`src/temp_alarm_pkg.sv`:
```
package temp_alarm_pkg;

    // ------------------------------------------------------------
    // timing
    // ------------------------------------------------------------
    localparam int unsigned CLK_MHZ = 200;        // system clock rate
    localparam int unsigned SPIKE_NS = 50;        // widest rejected spike
    // longest time, so rounded down
    localparam int unsigned SPIKE_CYC = (SPIKE_NS * CLK_MHZ) / 1000;
    localparam int unsigned TIMEOUT_MS = 37;      // bus stall timeout
    localparam int unsigned TIMEOUT_CYC = TIMEOUT_MS * 1000 * CLK_MHZ;
    localparam int unsigned TMO_W = 23;           // holds TIMEOUT_CYC

    // ------------------------------------------------------------
    // bus addresses
    // ------------------------------------------------------------
    localparam logic [6:0] SLAVE_ADDR = 7'h2a;    // arbitrary default
    localparam logic [6:0] ARA_ADDR = 7'h0c;      // alert response address

    // ------------------------------------------------------------
    // byte register pointers
    // ------------------------------------------------------------
    localparam logic [7:0] PTR_LOCAL = 8'h00;     // local temperature
    localparam logic [7:0] PTR_REMOTE = 8'h01;    // remote temperature
    localparam logic [7:0] PTR_STATUS = 8'h02;    // status, read acks alert
    localparam logic [7:0] PTR_HI = 8'h03;        // high alert limit
    localparam logic [7:0] PTR_LO = 8'h04;        // low alert limit
    localparam logic [7:0] PTR_OT = 8'h05;        // overtemp limit

    // ------------------------------------------------------------
    // reset values and status bit positions
    // ------------------------------------------------------------
    localparam logic [7:0] HI_RST = 8'h55;
    localparam logic [7:0] LO_RST = 8'h00;
    localparam logic [7:0] OT_RST = 8'h55;
    localparam int unsigned ST_DIODE = 2;         // diode open or short
    localparam int unsigned ST_RLO = 3;           // remote below low
    localparam int unsigned ST_LLO = 4;           // local below low
    localparam int unsigned ST_RHI = 5;           // remote above high
    localparam int unsigned ST_LHI = 6;           // local above high

    // ------------------------------------------------------------
    // serial slave states
    // ------------------------------------------------------------
    typedef enum logic [8:0] {
        ST_IDLE = 9'h001,
        ST_ADDR = 9'h002,
        ST_ADDR_ACK = 9'h004,
        ST_CMD = 9'h008,
        ST_CMD_ACK = 9'h010,
        ST_WDATA = 9'h020,
        ST_WDATA_ACK = 9'h040,
        ST_RDATA = 9'h080,
        ST_RDATA_ACK = 9'h100
    } smb_state_t;

endpackage

```
`src/pin_deglitch.sv`:
```
`timescale 1ns/1ps
module pin_deglitch #(
    parameter int unsigned SPIKE_CYC = 10,
    parameter logic RST_VAL = 1'b1
) (
    input wire logic sys_clk_i,
    input wire logic rst_n_i,
    input wire logic pin_i,
    output logic clean_o
);
    // ------------------------------------------------------------
    // two-stage sync then spike filter
    // ------------------------------------------------------------
    localparam int unsigned CW = $clog2(SPIKE_CYC + 1);
    localparam logic [CW-1:0] LIM = CW'(SPIKE_CYC);

    logic meta;           // first stage, read only by sync
    logic sync;           // second stage
    logic clean;          // filtered level
    logic [CW-1:0] cnt;   // cycles the sync level has differed
    logic next_clean;
    logic [CW-1:0] next_cnt;

    assign clean_o = clean;

    // level must differ for LIM+1 cycles before it is taken
    always_comb begin
        next_clean = clean;
        next_cnt = '0;
        if (sync != clean) begin
            if (cnt == LIM) begin
                next_clean = sync; // RULE6
            end else begin
                next_cnt = cnt + 1'b1;
            end
        end
    end

    // registers only
    always_ff @(posedge sys_clk_i) begin
        if (!rst_n_i) begin
            meta <= RST_VAL;
            sync <= RST_VAL;
            clean <= RST_VAL;
            cnt <= '0;
        end else begin
            meta <= pin_i;
            sync <= meta;
            clean <= next_clean;
            cnt <= next_cnt;
        end
    end
endmodule

```
`src/temp_alarm_serial_port.sv`:
```
`timescale 1ns/1ps
// How it works
// RULE1 - clock held low past timeout resets slave
// RULE2 - overtemp pin low while temperature above limit
// RULE3 - alert asserts above high or below low
// RULE4 - alert latched until status read or ARA
// RULE5 - acknowledge releases alert only when fault gone
// RULE6 - pulses up to 50 ns are ignored
// RULE7 - remote diode open or short asserts alert
// RULE8 - byte read/write/send/receive at one address
// RULE9 - timeout restarts on clock high, slave idles
module temp_alarm_serial_port #(
    parameter int unsigned TIMEOUT_CYC = temp_alarm_pkg::TIMEOUT_CYC
) (
    input wire logic sys_clk_i,
    input wire logic rst_n_i,
    input wire logic scl_i,
    input wire logic sda_i,
    output logic sda_o,
    output logic sda_oe_n_o,
    output logic smb_alert_n_o,
    output logic smb_alert_n_oe_n_o,
    output logic overtemp_shutdown_out_n_o,
    output logic overtemp_shutdown_out_n_oe_n_o,
    input wire logic [7:0] local_temp_i,
    input wire logic [7:0] remote_temp_i,
    input wire logic remote_diode_fault_i
);
    // ------------------------------------------------------------
    // declarations
    // ------------------------------------------------------------
    localparam int unsigned TW = temp_alarm_pkg::TMO_W;
    localparam logic [TW-1:0] TMO_LAST = TW'(TIMEOUT_CYC - 1);

    logic scl_f, sda_f;          // filtered pin levels
    logic scl_q, sda_q;          // previous filtered levels
    logic scl_rise, scl_fall, start, stop, tmo_hit;
    temp_alarm_pkg::smb_state_t state, next_state;
    logic [2:0] bit_cnt, next_bit_cnt;     // bits seen in this byte
    logic [7:0] shreg, next_shreg;         // rx or tx byte
    logic flag, next_flag;                 // byte done, or master ack
    logic [7:0] pointer, next_pointer;     // selected register
    logic rd_mode, next_rd_mode;           // read transfer
    logic ara, next_ara;                   // alert response in progress
    logic sda_oe_n, next_sda_oe_n;
    logic [7:0] hi_lim, next_hi, lo_lim, next_lo, ot_lim, next_ot;
    logic status_ack, next_status_ack;     // status byte sent
    logic ara_ack, next_ara_ack;           // ara address sent
    logic [TW-1:0] tmo_cnt, next_tmo;      // clock-low time
    logic alert_oe_n, next_alert_oe_n;
    logic ot_oe_n, next_ot_oe_n;
    logic [7:0] status, rd_data;
    logic fault, lim_fault, hot;

    // ------------------------------------------------------------
    // pin filters
    // ------------------------------------------------------------
    pin_deglitch #(.SPIKE_CYC(temp_alarm_pkg::SPIKE_CYC), .RST_VAL(1'b1))
        u_scl (.sys_clk_i(sys_clk_i), .rst_n_i(rst_n_i), .pin_i(scl_i),
               .clean_o(scl_f));
    pin_deglitch #(.SPIKE_CYC(temp_alarm_pkg::SPIKE_CYC), .RST_VAL(1'b1))
        u_sda (.sys_clk_i(sys_clk_i), .rst_n_i(rst_n_i), .pin_i(sda_i),
               .clean_o(sda_f));

    // bus events from filtered levels
    assign scl_rise = scl_f & ~scl_q;
    assign scl_fall = ~scl_f & scl_q;
    assign start = scl_f & scl_q & sda_q & ~sda_f;
    assign stop = scl_f & scl_q & ~sda_q & sda_f;
    assign tmo_hit = ~scl_f & (tmo_cnt == TMO_LAST); // RULE1

    // ------------------------------------------------------------
    // alarm conditions
    // ------------------------------------------------------------
    always_comb begin
        status = 8'h00;
        status[temp_alarm_pkg::ST_LHI] =
            $signed(local_temp_i) > $signed(hi_lim);
        status[temp_alarm_pkg::ST_RHI] =
            $signed(remote_temp_i) > $signed(hi_lim);
        status[temp_alarm_pkg::ST_LLO] =
            $signed(local_temp_i) < $signed(lo_lim);
        status[temp_alarm_pkg::ST_RLO] =
            $signed(remote_temp_i) < $signed(lo_lim);
        status[temp_alarm_pkg::ST_DIODE] = remote_diode_fault_i; // RULE7
        lim_fault = |status[temp_alarm_pkg::ST_LHI:temp_alarm_pkg::ST_RLO];
        fault = lim_fault | remote_diode_fault_i; // RULE3 RULE7
        hot = ($signed(local_temp_i) > $signed(ot_lim))
            | ($signed(remote_temp_i) > $signed(ot_lim));
        // alert held until an ack finds the fault gone
        next_alert_oe_n = ~(fault
            | (~alert_oe_n & ~(status_ack | ara_ack))); // RULE4 RULE5
        next_ot_oe_n = ~hot; // RULE2
    end

    // read mux; unknown pointers read zero
    always_comb begin
        case (pointer)
            temp_alarm_pkg::PTR_LOCAL: rd_data = local_temp_i;
            temp_alarm_pkg::PTR_REMOTE: rd_data = remote_temp_i;
            temp_alarm_pkg::PTR_STATUS: rd_data = status;
            temp_alarm_pkg::PTR_HI: rd_data = hi_lim;
            temp_alarm_pkg::PTR_LO: rd_data = lo_lim;
            temp_alarm_pkg::PTR_OT: rd_data = ot_lim;
            default: rd_data = 8'h00;
        endcase
    end

    // ------------------------------------------------------------
    // serial slave next state
    // ------------------------------------------------------------
    always_comb begin
        next_state = state;
        next_bit_cnt = bit_cnt;
        next_shreg = shreg;
        next_flag = flag;
        next_pointer = pointer;
        next_rd_mode = rd_mode;
        next_ara = ara;
        next_sda_oe_n = sda_oe_n;
        next_hi = hi_lim;
        next_lo = lo_lim;
        next_ot = ot_lim;
        next_status_ack = 1'b0;
        next_ara_ack = 1'b0;
        // stall counter restarts whenever the clock is high
        if (scl_f) begin
            next_tmo = '0; // RULE9
        end else if (tmo_cnt != TMO_LAST) begin
            next_tmo = tmo_cnt + 1'b1;
        end else begin
            next_tmo = tmo_cnt;
        end
        if (tmo_hit || stop) begin
            // release data and wait for a fresh start
            next_state = temp_alarm_pkg::ST_IDLE; // RULE1 RULE9
            next_sda_oe_n = 1'b1;
        end else if (start) begin
            // also a repeated start; pointer is kept
            next_state = temp_alarm_pkg::ST_ADDR;
            next_bit_cnt = 3'h0;
            next_flag = 1'b0;
            next_sda_oe_n = 1'b1;
        end else if (scl_rise) begin
            next_bit_cnt = bit_cnt + 3'h1;
            next_flag = (bit_cnt == 3'h7);
            case (state)
                temp_alarm_pkg::ST_ADDR, temp_alarm_pkg::ST_CMD,
                temp_alarm_pkg::ST_WDATA: begin
                    next_shreg = {shreg[6:0], sda_f};
                end
                temp_alarm_pkg::ST_RDATA: begin
                    // lost ara arbitration to a lower address
                    if (ara && sda_oe_n && !sda_f) begin
                        next_state = temp_alarm_pkg::ST_IDLE;
                    end
                end
                temp_alarm_pkg::ST_RDATA_ACK: begin
                    next_flag = ~sda_f; // master ack
                    next_ara_ack = ara; // RULE4
                    next_status_ack = ~ara
                        & (pointer == temp_alarm_pkg::PTR_STATUS); // RULE4
                end
                default: begin
                end
            endcase
        end else if (scl_fall) begin
            case (state)
                temp_alarm_pkg::ST_ADDR: begin
                    if (flag) begin
                        if (shreg[7:1] == temp_alarm_pkg::SLAVE_ADDR
                            || (shreg[7:1] == temp_alarm_pkg::ARA_ADDR
                                && shreg[0])) begin
                            next_state = temp_alarm_pkg::ST_ADDR_ACK; // RULE8
                            next_sda_oe_n = 1'b0;
                            next_rd_mode = shreg[0];
                            next_ara = shreg[7:1] == temp_alarm_pkg::ARA_ADDR;
                        end else begin
                            next_state = temp_alarm_pkg::ST_IDLE;
                        end
                    end
                end
                temp_alarm_pkg::ST_ADDR_ACK, temp_alarm_pkg::ST_RDATA_ACK: begin
                    next_bit_cnt = 3'h0;
                    next_flag = 1'b0;
                    if (state == temp_alarm_pkg::ST_RDATA_ACK && !flag) begin
                        // master nack ends the read
                        next_state = temp_alarm_pkg::ST_IDLE;
                        next_sda_oe_n = 1'b1;
                    end else if (rd_mode) begin
                        // receive byte, or read byte after repeated start
                        next_state = temp_alarm_pkg::ST_RDATA; // RULE8
                        next_shreg = ara ? {temp_alarm_pkg::SLAVE_ADDR, 1'b1}
                                         : rd_data;
                        next_sda_oe_n = ara ? temp_alarm_pkg::SLAVE_ADDR[6]
                                            : rd_data[7];
                    end else begin
                        next_state = temp_alarm_pkg::ST_CMD;
                        next_sda_oe_n = 1'b1;
                    end
                end
                temp_alarm_pkg::ST_CMD: begin
                    if (flag) begin
                        // send byte ends here, write byte goes on
                        next_pointer = shreg; // RULE8
                        next_state = temp_alarm_pkg::ST_CMD_ACK;
                        next_sda_oe_n = 1'b0;
                    end
                end
                temp_alarm_pkg::ST_WDATA: begin
                    if (flag) begin
                        next_state = temp_alarm_pkg::ST_WDATA_ACK;
                        next_sda_oe_n = 1'b0;
                        // read-only pointers drop the data
                        case (pointer)
                            temp_alarm_pkg::PTR_HI: next_hi = shreg; // RULE8
                            temp_alarm_pkg::PTR_LO: next_lo = shreg;
                            temp_alarm_pkg::PTR_OT: next_ot = shreg;
                            default: begin
                            end
                        endcase
                    end
                end
                temp_alarm_pkg::ST_CMD_ACK, temp_alarm_pkg::ST_WDATA_ACK: begin
                    next_state = temp_alarm_pkg::ST_WDATA;
                    next_sda_oe_n = 1'b1;
                    next_bit_cnt = 3'h0;
                    next_flag = 1'b0;
                end
                temp_alarm_pkg::ST_RDATA: begin
                    if (flag) begin
                        next_state = temp_alarm_pkg::ST_RDATA_ACK;
                        next_sda_oe_n = 1'b1;
                    end else begin
                        next_shreg = {shreg[6:0], 1'b0};
                        next_sda_oe_n = shreg[6];
                    end
                end
                default: begin
                end
            endcase
        end
    end

    // ------------------------------------------------------------
    // registers
    // ------------------------------------------------------------
    always_ff @(posedge sys_clk_i) begin
        if (!rst_n_i) begin
            scl_q <= 1'b1;
            sda_q <= 1'b1;
            state <= temp_alarm_pkg::ST_IDLE;
            bit_cnt <= 3'h0;
            shreg <= 8'h00;
            flag <= 1'b0;
            pointer <= 8'h00;
            rd_mode <= 1'b0;
            ara <= 1'b0;
            sda_oe_n <= 1'b1;
            hi_lim <= temp_alarm_pkg::HI_RST;
            lo_lim <= temp_alarm_pkg::LO_RST;
            ot_lim <= temp_alarm_pkg::OT_RST;
            status_ack <= 1'b0;
            ara_ack <= 1'b0;
            tmo_cnt <= '0;
            alert_oe_n <= 1'b1;
            ot_oe_n <= 1'b1;
        end else begin
            scl_q <= scl_f;
            sda_q <= sda_f;
            state <= next_state;
            bit_cnt <= next_bit_cnt;
            shreg <= next_shreg;
            flag <= next_flag;
            pointer <= next_pointer;
            rd_mode <= next_rd_mode;
            ara <= next_ara;
            sda_oe_n <= next_sda_oe_n;
            hi_lim <= next_hi;
            lo_lim <= next_lo;
            ot_lim <= next_ot;
            status_ack <= next_status_ack;
            ara_ack <= next_ara_ack;
            tmo_cnt <= next_tmo;
            alert_oe_n <= next_alert_oe_n;
            ot_oe_n <= next_ot_oe_n;
        end
    end

    // open-drain pins only ever drive low
    assign sda_o = 1'b0;
    assign smb_alert_n_o = 1'b0;
    assign overtemp_shutdown_out_n_o = 1'b0;
    assign sda_oe_n_o = sda_oe_n;
    assign smb_alert_n_oe_n_o = alert_oe_n;
    assign overtemp_shutdown_out_n_oe_n_o = ot_oe_n;
endmodule

```
`config.mk`:
```
export PLATFORM = sky130hd
export DESIGN_NAME = temp_alarm_serial_port
export DESIGN_NICKNAME = d
export VERILOG_FILES = /design/src/temp_alarm_pkg.sv /design/src/pin_deglitch.sv /design/src/temp_alarm_serial_port.sv
export SDC_FILE = /design/constraint.sdc
export NUM_CORES = 1
export LEC_CHECK = 0
export BUFFER_PORTS_ARGS = -buffer_cell sky130_fd_sc_hd__buf_2
export CORE_MARGIN = 2
export CORE_UTILIZATION = 40
export DETAILED_ROUTE_END_ITERATION = 6
export PLACE_DENSITY = 0.58
export SYNTH_ARGS = -nofsm -noshare
export SYNTH_HDL_FRONTEND = slang
export SYNTH_SLANG_ARGS = --single-unit
```
`constraint.sdc`:
```
create_clock -name sys_clk_i -period 6.55 [get_ports sys_clk_i]
set_input_delay 0.9825 -clock sys_clk_i [delete_from_list [all_inputs] [get_ports sys_clk_i]]
set_output_delay 0.9825 -clock sys_clk_i [all_outputs]
set_load 0.005 [all_outputs]
```
# Word-level counts from Yosys, hierarchy flattened

Cells that the tools add are included.

Register bits: 99
Input port bits: 21
Output and inout port bits: 6

Add/subtract/negate cells: 4
Order comparisons: 6
Eq/ne operators: 41
Muxes and demuxes: 39
Bitwise operators: 30
Reduce and logical (&&, ||, !) cells: 40

Operators by type and width:

| cell                                          | number |
|---|---|
| two-way mux 8 bit                             | 9 |
| two-way mux 9 bit                             | 8 |
| one-hot mux 9 bit (6 select lines)            | 1 |
| one-hot mux 8 bit (6 select lines)            | 1 |
| > comparator 8 bit                            | 4 |
| AND reduction 7 bit                           | 4 |
| AND reduction 8 bit                           | 3 |
| adder 23 x 1 -> 23 bit, second input constant | 1 |
| == test 23 bit, second input constant         | 1 |
| != test 23 bit, second input constant         | 1 |
| != test 3 bit, second input constant          | 7 |
| == test 8 x 2 -> 1 bit, second input constant | 2 |
| == test 8 x 3 -> 1 bit, second input constant | 2 |
| less-than comparator 8 bit                    | 2 |
| != test 4 bit, second input constant          | 4 |
| inverter 1 bit                                | 16 |
| one-hot mux 8 bit (2 select lines)            | 1 |
| two-way mux 3 bit                             | 5 |
| two-way mux 1 bit                             | 12 |
| AND reduction 6 bit                           | 2 |
| OR reduction 3 bit                            | 4 |
| AND 1 bit                                     | 10 |
| OR reduction 2 bit                            | 5 |
| == test 9 x 2 -> 1 bit, second input constant | 1 |
| 34 further kinds                              | 54 |

# Logic depth before layout (Yosys ltp)

Word-level depth: 9
Gate-level depth with buffers: 10
Depth with buffers taken out: 8

# By module

From an unflattened synthesis, not the netlist that was laid out.

Cell total of the unflattened synthesis: 695
Area total of the unflattened synthesis: 5995.8 sq um

By module, submodules not included:

| module                 | times used | cells each | area an instance (sq um) |
|---|---|---|---|
| temp_alarm_serial_port | 1          | 647        | 5452.7 |
| pin_deglitch           | 2          | 24         | 271.5 |

# Worst setup path before layout

No wires, ideal clock.

Path kind: input to register
Start point: in remote_temp_i[5]
End point: reg shreg[3]
Arrival time: 2.397 ns
Required time: 6.476 ns
Setup slack: 4.079 ns
Stages on the path: 6
Buffers on the path: 0
Cell sequence: ha_1 a21o_1 a2111oi_0 o221ai_1 a21o_1 a31oi_1

Longest elaborated chain between the ends: 8

RTL lines:

| item                               | RTL line                      | source |
|---|---|---|
| from (decl)                        | temp_alarm_serial_port.sv:26  | `input wire logic [7:0] remote_temp_i,` |
| less-than comparator 8 bit         | temp_alarm_serial_port.sv:84  | `$signed(remote_temp_i) < $signed(lo_lim);` |
| one-hot mux 8 bit (6 select lines) | temp_alarm_serial_port.sv:98  | `case (pointer)` |
| two-way mux 8 bit                  | temp_alarm_serial_port.sv:193 | `next_shreg = ara ? {temp_alarm_pkg::SLAVE_ADDR, 1'b1}` |
| two-way mux 8 bit                  | temp_alarm_serial_port.sv:190 | `end else if (rd_mode) begin` |
| two-way mux 8 bit                  | temp_alarm_serial_port.sv:186 | `if (state == temp_alarm_pkg::ST_RDATA_ACK && !flag) begin` |
| one-hot mux 8 bit (2 select lines) | temp_alarm_serial_port.sv:168 | `case (state)` |
| two-way mux 8 bit                  | temp_alarm_serial_port.sv:167 | `end else if (scl_fall) begin` |
| two-way mux 8 bit                  | temp_alarm_serial_port.sv:144 | `end else if (scl_rise) begin` |
| to (signal assigned)               | temp_alarm_serial_port.sv:273 | `shreg <= next_shreg;` |
| to (decl)                          | temp_alarm_serial_port.sv:40  | `logic [7:0] shreg, next_shreg;` |

No other way between the ends. The select of a mux whose other input is x is not followed.
A chain may end at the register's enable or synchronous reset.

# Final worst setup path

Start point: reg pointer[4]
End point: reg ot_lim[0]

Longest elaborated chain between the ends: 2

RTL lines:

| item                          | RTL line                      | source |
|---|---|---|
| from (decl)                   | temp_alarm_serial_port.sv:42  | `logic [7:0] pointer, next_pointer;` |
| from (signal assigned)        | temp_alarm_serial_port.sv:275 | `pointer <= next_pointer;` |
| == test 8 x 3 -> 1 bit        | temp_alarm_serial_port.sv:215 | `case (pointer)` |
| AND reduction 7 bit (no line) | -                             |  |
| to (signal assigned)          | temp_alarm_serial_port.sv:262 | `ot_lim <= temp_alarm_pkg::OT_RST;` |
| to (signal assigned)          | temp_alarm_serial_port.sv:281 | `ot_lim <= next_ot;` |
| to (decl)                     | temp_alarm_serial_port.sv:46  | `logic [7:0] hi_lim, next_hi, lo_lim, next_lo, ot_lim, next_ot;` |

No other way between the ends.

==> reports/results.ini <==
[run_status]
status = finished, final reports clean

[synth]
yosys.area_share.simple_pct = 24.9
synth_seq_cells = 99
synth_top_family_by_area = simple AND/OR/NAND/NOR gates
synth_edf_count = 0
synth_common_cells = dfxtp_1, nor2_1, ha_1, nand2_1, mux2i_1
ys_top_cells_by_area = dfxtp_1, ha_1, mux2i_1
yosysTopAreaCellShare_pct = 32.1
ys.flop_type = dfxtp_1
synth_top_area_cell = dfxtp_1
yosysUniqueCellTypes = 69
yosys.cell_count.top_type = dfxtp_1
async_reset_ff_share_pct = 0
synth_xor_area_share_pct = 4.40
synthMuxAreaShare_pct = 9.67
ys_seq_area_share_pct = 32.1
synthCells = 707
synth_adder_area_share_pct = 11.3
yosysWarnings = 0
synth_compound_area_share_pct = 12.5
avgSynthCellArea_um2 = 8.73
netlist_area_mm2 = 0.00617

[floorplan]
io_pins = 27
die_area_mm2 = 0.0164
fp.dieH_um = 128
num_rows = 45
design.core.area_mm2 = 0.0151
die-width_um = 128
initial_core_util_pct = 40.8

[power_and_ir_drop]
p_total_mw = 1.19
switchingPower_mw = 0.290
ir_drop_uv = 133
leakage_nw = 2.45
power.density_mw_per_mm2 = 179
seq_power_share_pct = 50.9
p_sw_share_pct = 24.4
clockPowerShare_pct = 42.9
p_int_mw = 0.899
combPwrFrac_pct = 6.2

[route]
drt_iter0_markers = 295
totalWireLength_mm = 15.4
routedWlPerCell_um = 17.0
drc = 0
vias = 5140
first_pass_iters = 5
ant_nets = 0
via_per_inst = 5.69

[worst_setup_path]
regToRegSetupSlack_ns = 3.63
ff2ff_path_depth = 7
critPathKind = reg2reg
critPathCaptureType = flop
critPathSlowestCell = nor3_1
required_ns = 6.77
cpPeakStageDelay_ns = 0.75
critPathBufInv = 1
worstPathCellList = nor4_1 > nor2b_1 > nand4_1 > nor3_1 > buf_4 > mux2i_1 > nand2_1
rr_startpoint = pointer[4]
crit_arrival_ns = 3.14
cp.depth = 7
reg2reg_to = ot_lim[0]
crit_start = pointer[4]
worst-path-max-fanout = 8
path_delay_family = simple AND/OR/NAND/NOR gates
cp-start-kind = flop

[sta]
slew_viol_final = 0
setup_violations = 0
fin_worst_skew_ns = 0.00940
final.setup.tns_ns = 0
period_share_pct = 44.6
maxSlewHeadroom_pct = 32.3
period_minus_slack_ns = 2.92
fmax_ghz = 0.342
rsz0062_at_grt = no
hold_viol = 0
worstMarginPinSlew_ns = 1.01

[clock_tree]
cts_tree = yes
clock-root-buffer = clkbuf_16
cts_sinks = 99
post_cts_buffers = 0
htreeDepth = 3
hold_buffers = 0
cts_made_buffers = 9
cts_resized = 0
clock_latency_ns = 0.35
clockBufferDepth = 2
clkTransAtPathRegs_ns = 0.07

[hold_path]
min-delay-start = u_sda.meta
whs_path_depth = 1
hp-class = reg2reg
worstHoldEndpoint = u_sda.sync

[place]
port_buffers = 23
dp.cells = 888
place_hpwl_mm = 11.5
place_congestion = 0.895

[global_routing]
globalRouteTotalUtil_pct = 19.3
met2_usage_pct = 31.7
gr-usage-met3_pct = 4.17
grt_overflow = 0
grt_pass1_vias = 4978
antenna_found_initial = 0
grt_pass1_wl_mm = 25.4
globalRouteMet1Util_pct = 25.6
grt_start_max_net_pins = 65
busiest_layer = met2

[finish]
fin_cells = 903
insertedDiodeCount = 0
final_nets = 788
fill_cells = 1522
area.growth.synth_to_final_pct = 7.84
layout-drive-gt1-share_pct = 8.11

[job]
drv_cap = 0

layer usage:
layer  wire, um  part of all wire [%]
met5          0                     0
met4        228                   1.5
met3        629                   4.1
met2       7240                    47
met1       7290                    47
through the flow:
step	hold WS (ns)	utilization [%]	area (um2)	worst slack, ns
global placement	0.404	42.2	6380	3.67
CTS	0.423	44.0	6660	3.70
detailed placement	0.400	42.2	6380	3.55
floorplan	0.386	-	6180	4.08
finish	0.414	44.0	6660	3.63
global route	0.450	44.0	6660	3.39
final cells by class:
class / count / area [um2] / share of cell area (%)
multi-input cells: 537 / 3890 / 58.4
flip-flops and latches: 99 / 1980 / 29.8
well taps: 188 / 235 / 3.53
clock buffers: 10 / 229 / 3.44
inverters: 38 / 143 / 2.14
repair buffers: 26 / 138 / 2.07
clock inverters: 5 / 45.0 / 0.676
state kept, by name (all words and copies together), names as in the netlist, 3 cells and up:
signal	cells
tmo_cnt	23
ot_lim	8
pointer	8
shreg	8
state	9
lo_lim	8
u_sda.cnt	4
u_scl.cnt	4
bit_cnt	3
hi_lim	8
cells by family (layout without fill, tap and decap cells):
kind of cell               count (synthesis)  in the layout
buffers and inverters                     73             79
muxes                                     54             54
AOI/OAI and AO/OA                        111            111
adders and majority gates                 56             56
xor gates and xnor gates                  31             31
and+or+nand+nor                          282            282
DFF                                       99             99
other                                      1              3
cell usage in the layout (no fill, tap or decap), types with 4 or more instances in the layout:
cell type   n
xnor2_1     9
ha_1       56
and3_1      5
buf_2      23
nand2b_1   15
a31oi_1     4
a21boi_0    4
nand2_1    53
o211ai_1    9
mux2i_1    45
nand4_1    20
nor4_1     13
nand3b_1    8
nor2b_1    36
nand4b_1    4
o22ai_1     8
nor4b_1     4
nand3_1    21
nor2_1     59
clkbuf_16   9
mux4_2      4
xor2_1     22
a21o_1      9
o21ai_0    20
a211oi_1    6
a21oi_1    17
nor3b_1     6
mux2_2      5
a22oi_1     5
inv_1      38
and4_1      5
nor3_1     13
dfxtp_1    99
how the worst max path moves through the flow:
stage,end,slack (ns)
after floorplan,shreg[3],4.08
after global placement,shreg[3],3.67
after detailed placement,shreg[3],3.55
after CTS,shreg[1],3.70
after global routing,ot_lim[0],3.39
final,ot_lim[0],3.63
power by group through the flow:
stage	clock network, mW	logic, mW	registers (mW)
2_1_floorplan	0	0.0479	0.619
5_1_grt	0.549	0.0827	0.605
3_5_place_dp	0	0.0727	0.619
3_3_place_gp	0	0.0705	0.619
4_1_cts	0.525	0.0732	0.605
6_report	0.510	0.0734	0.605
(Power assumes the default switching activity.)
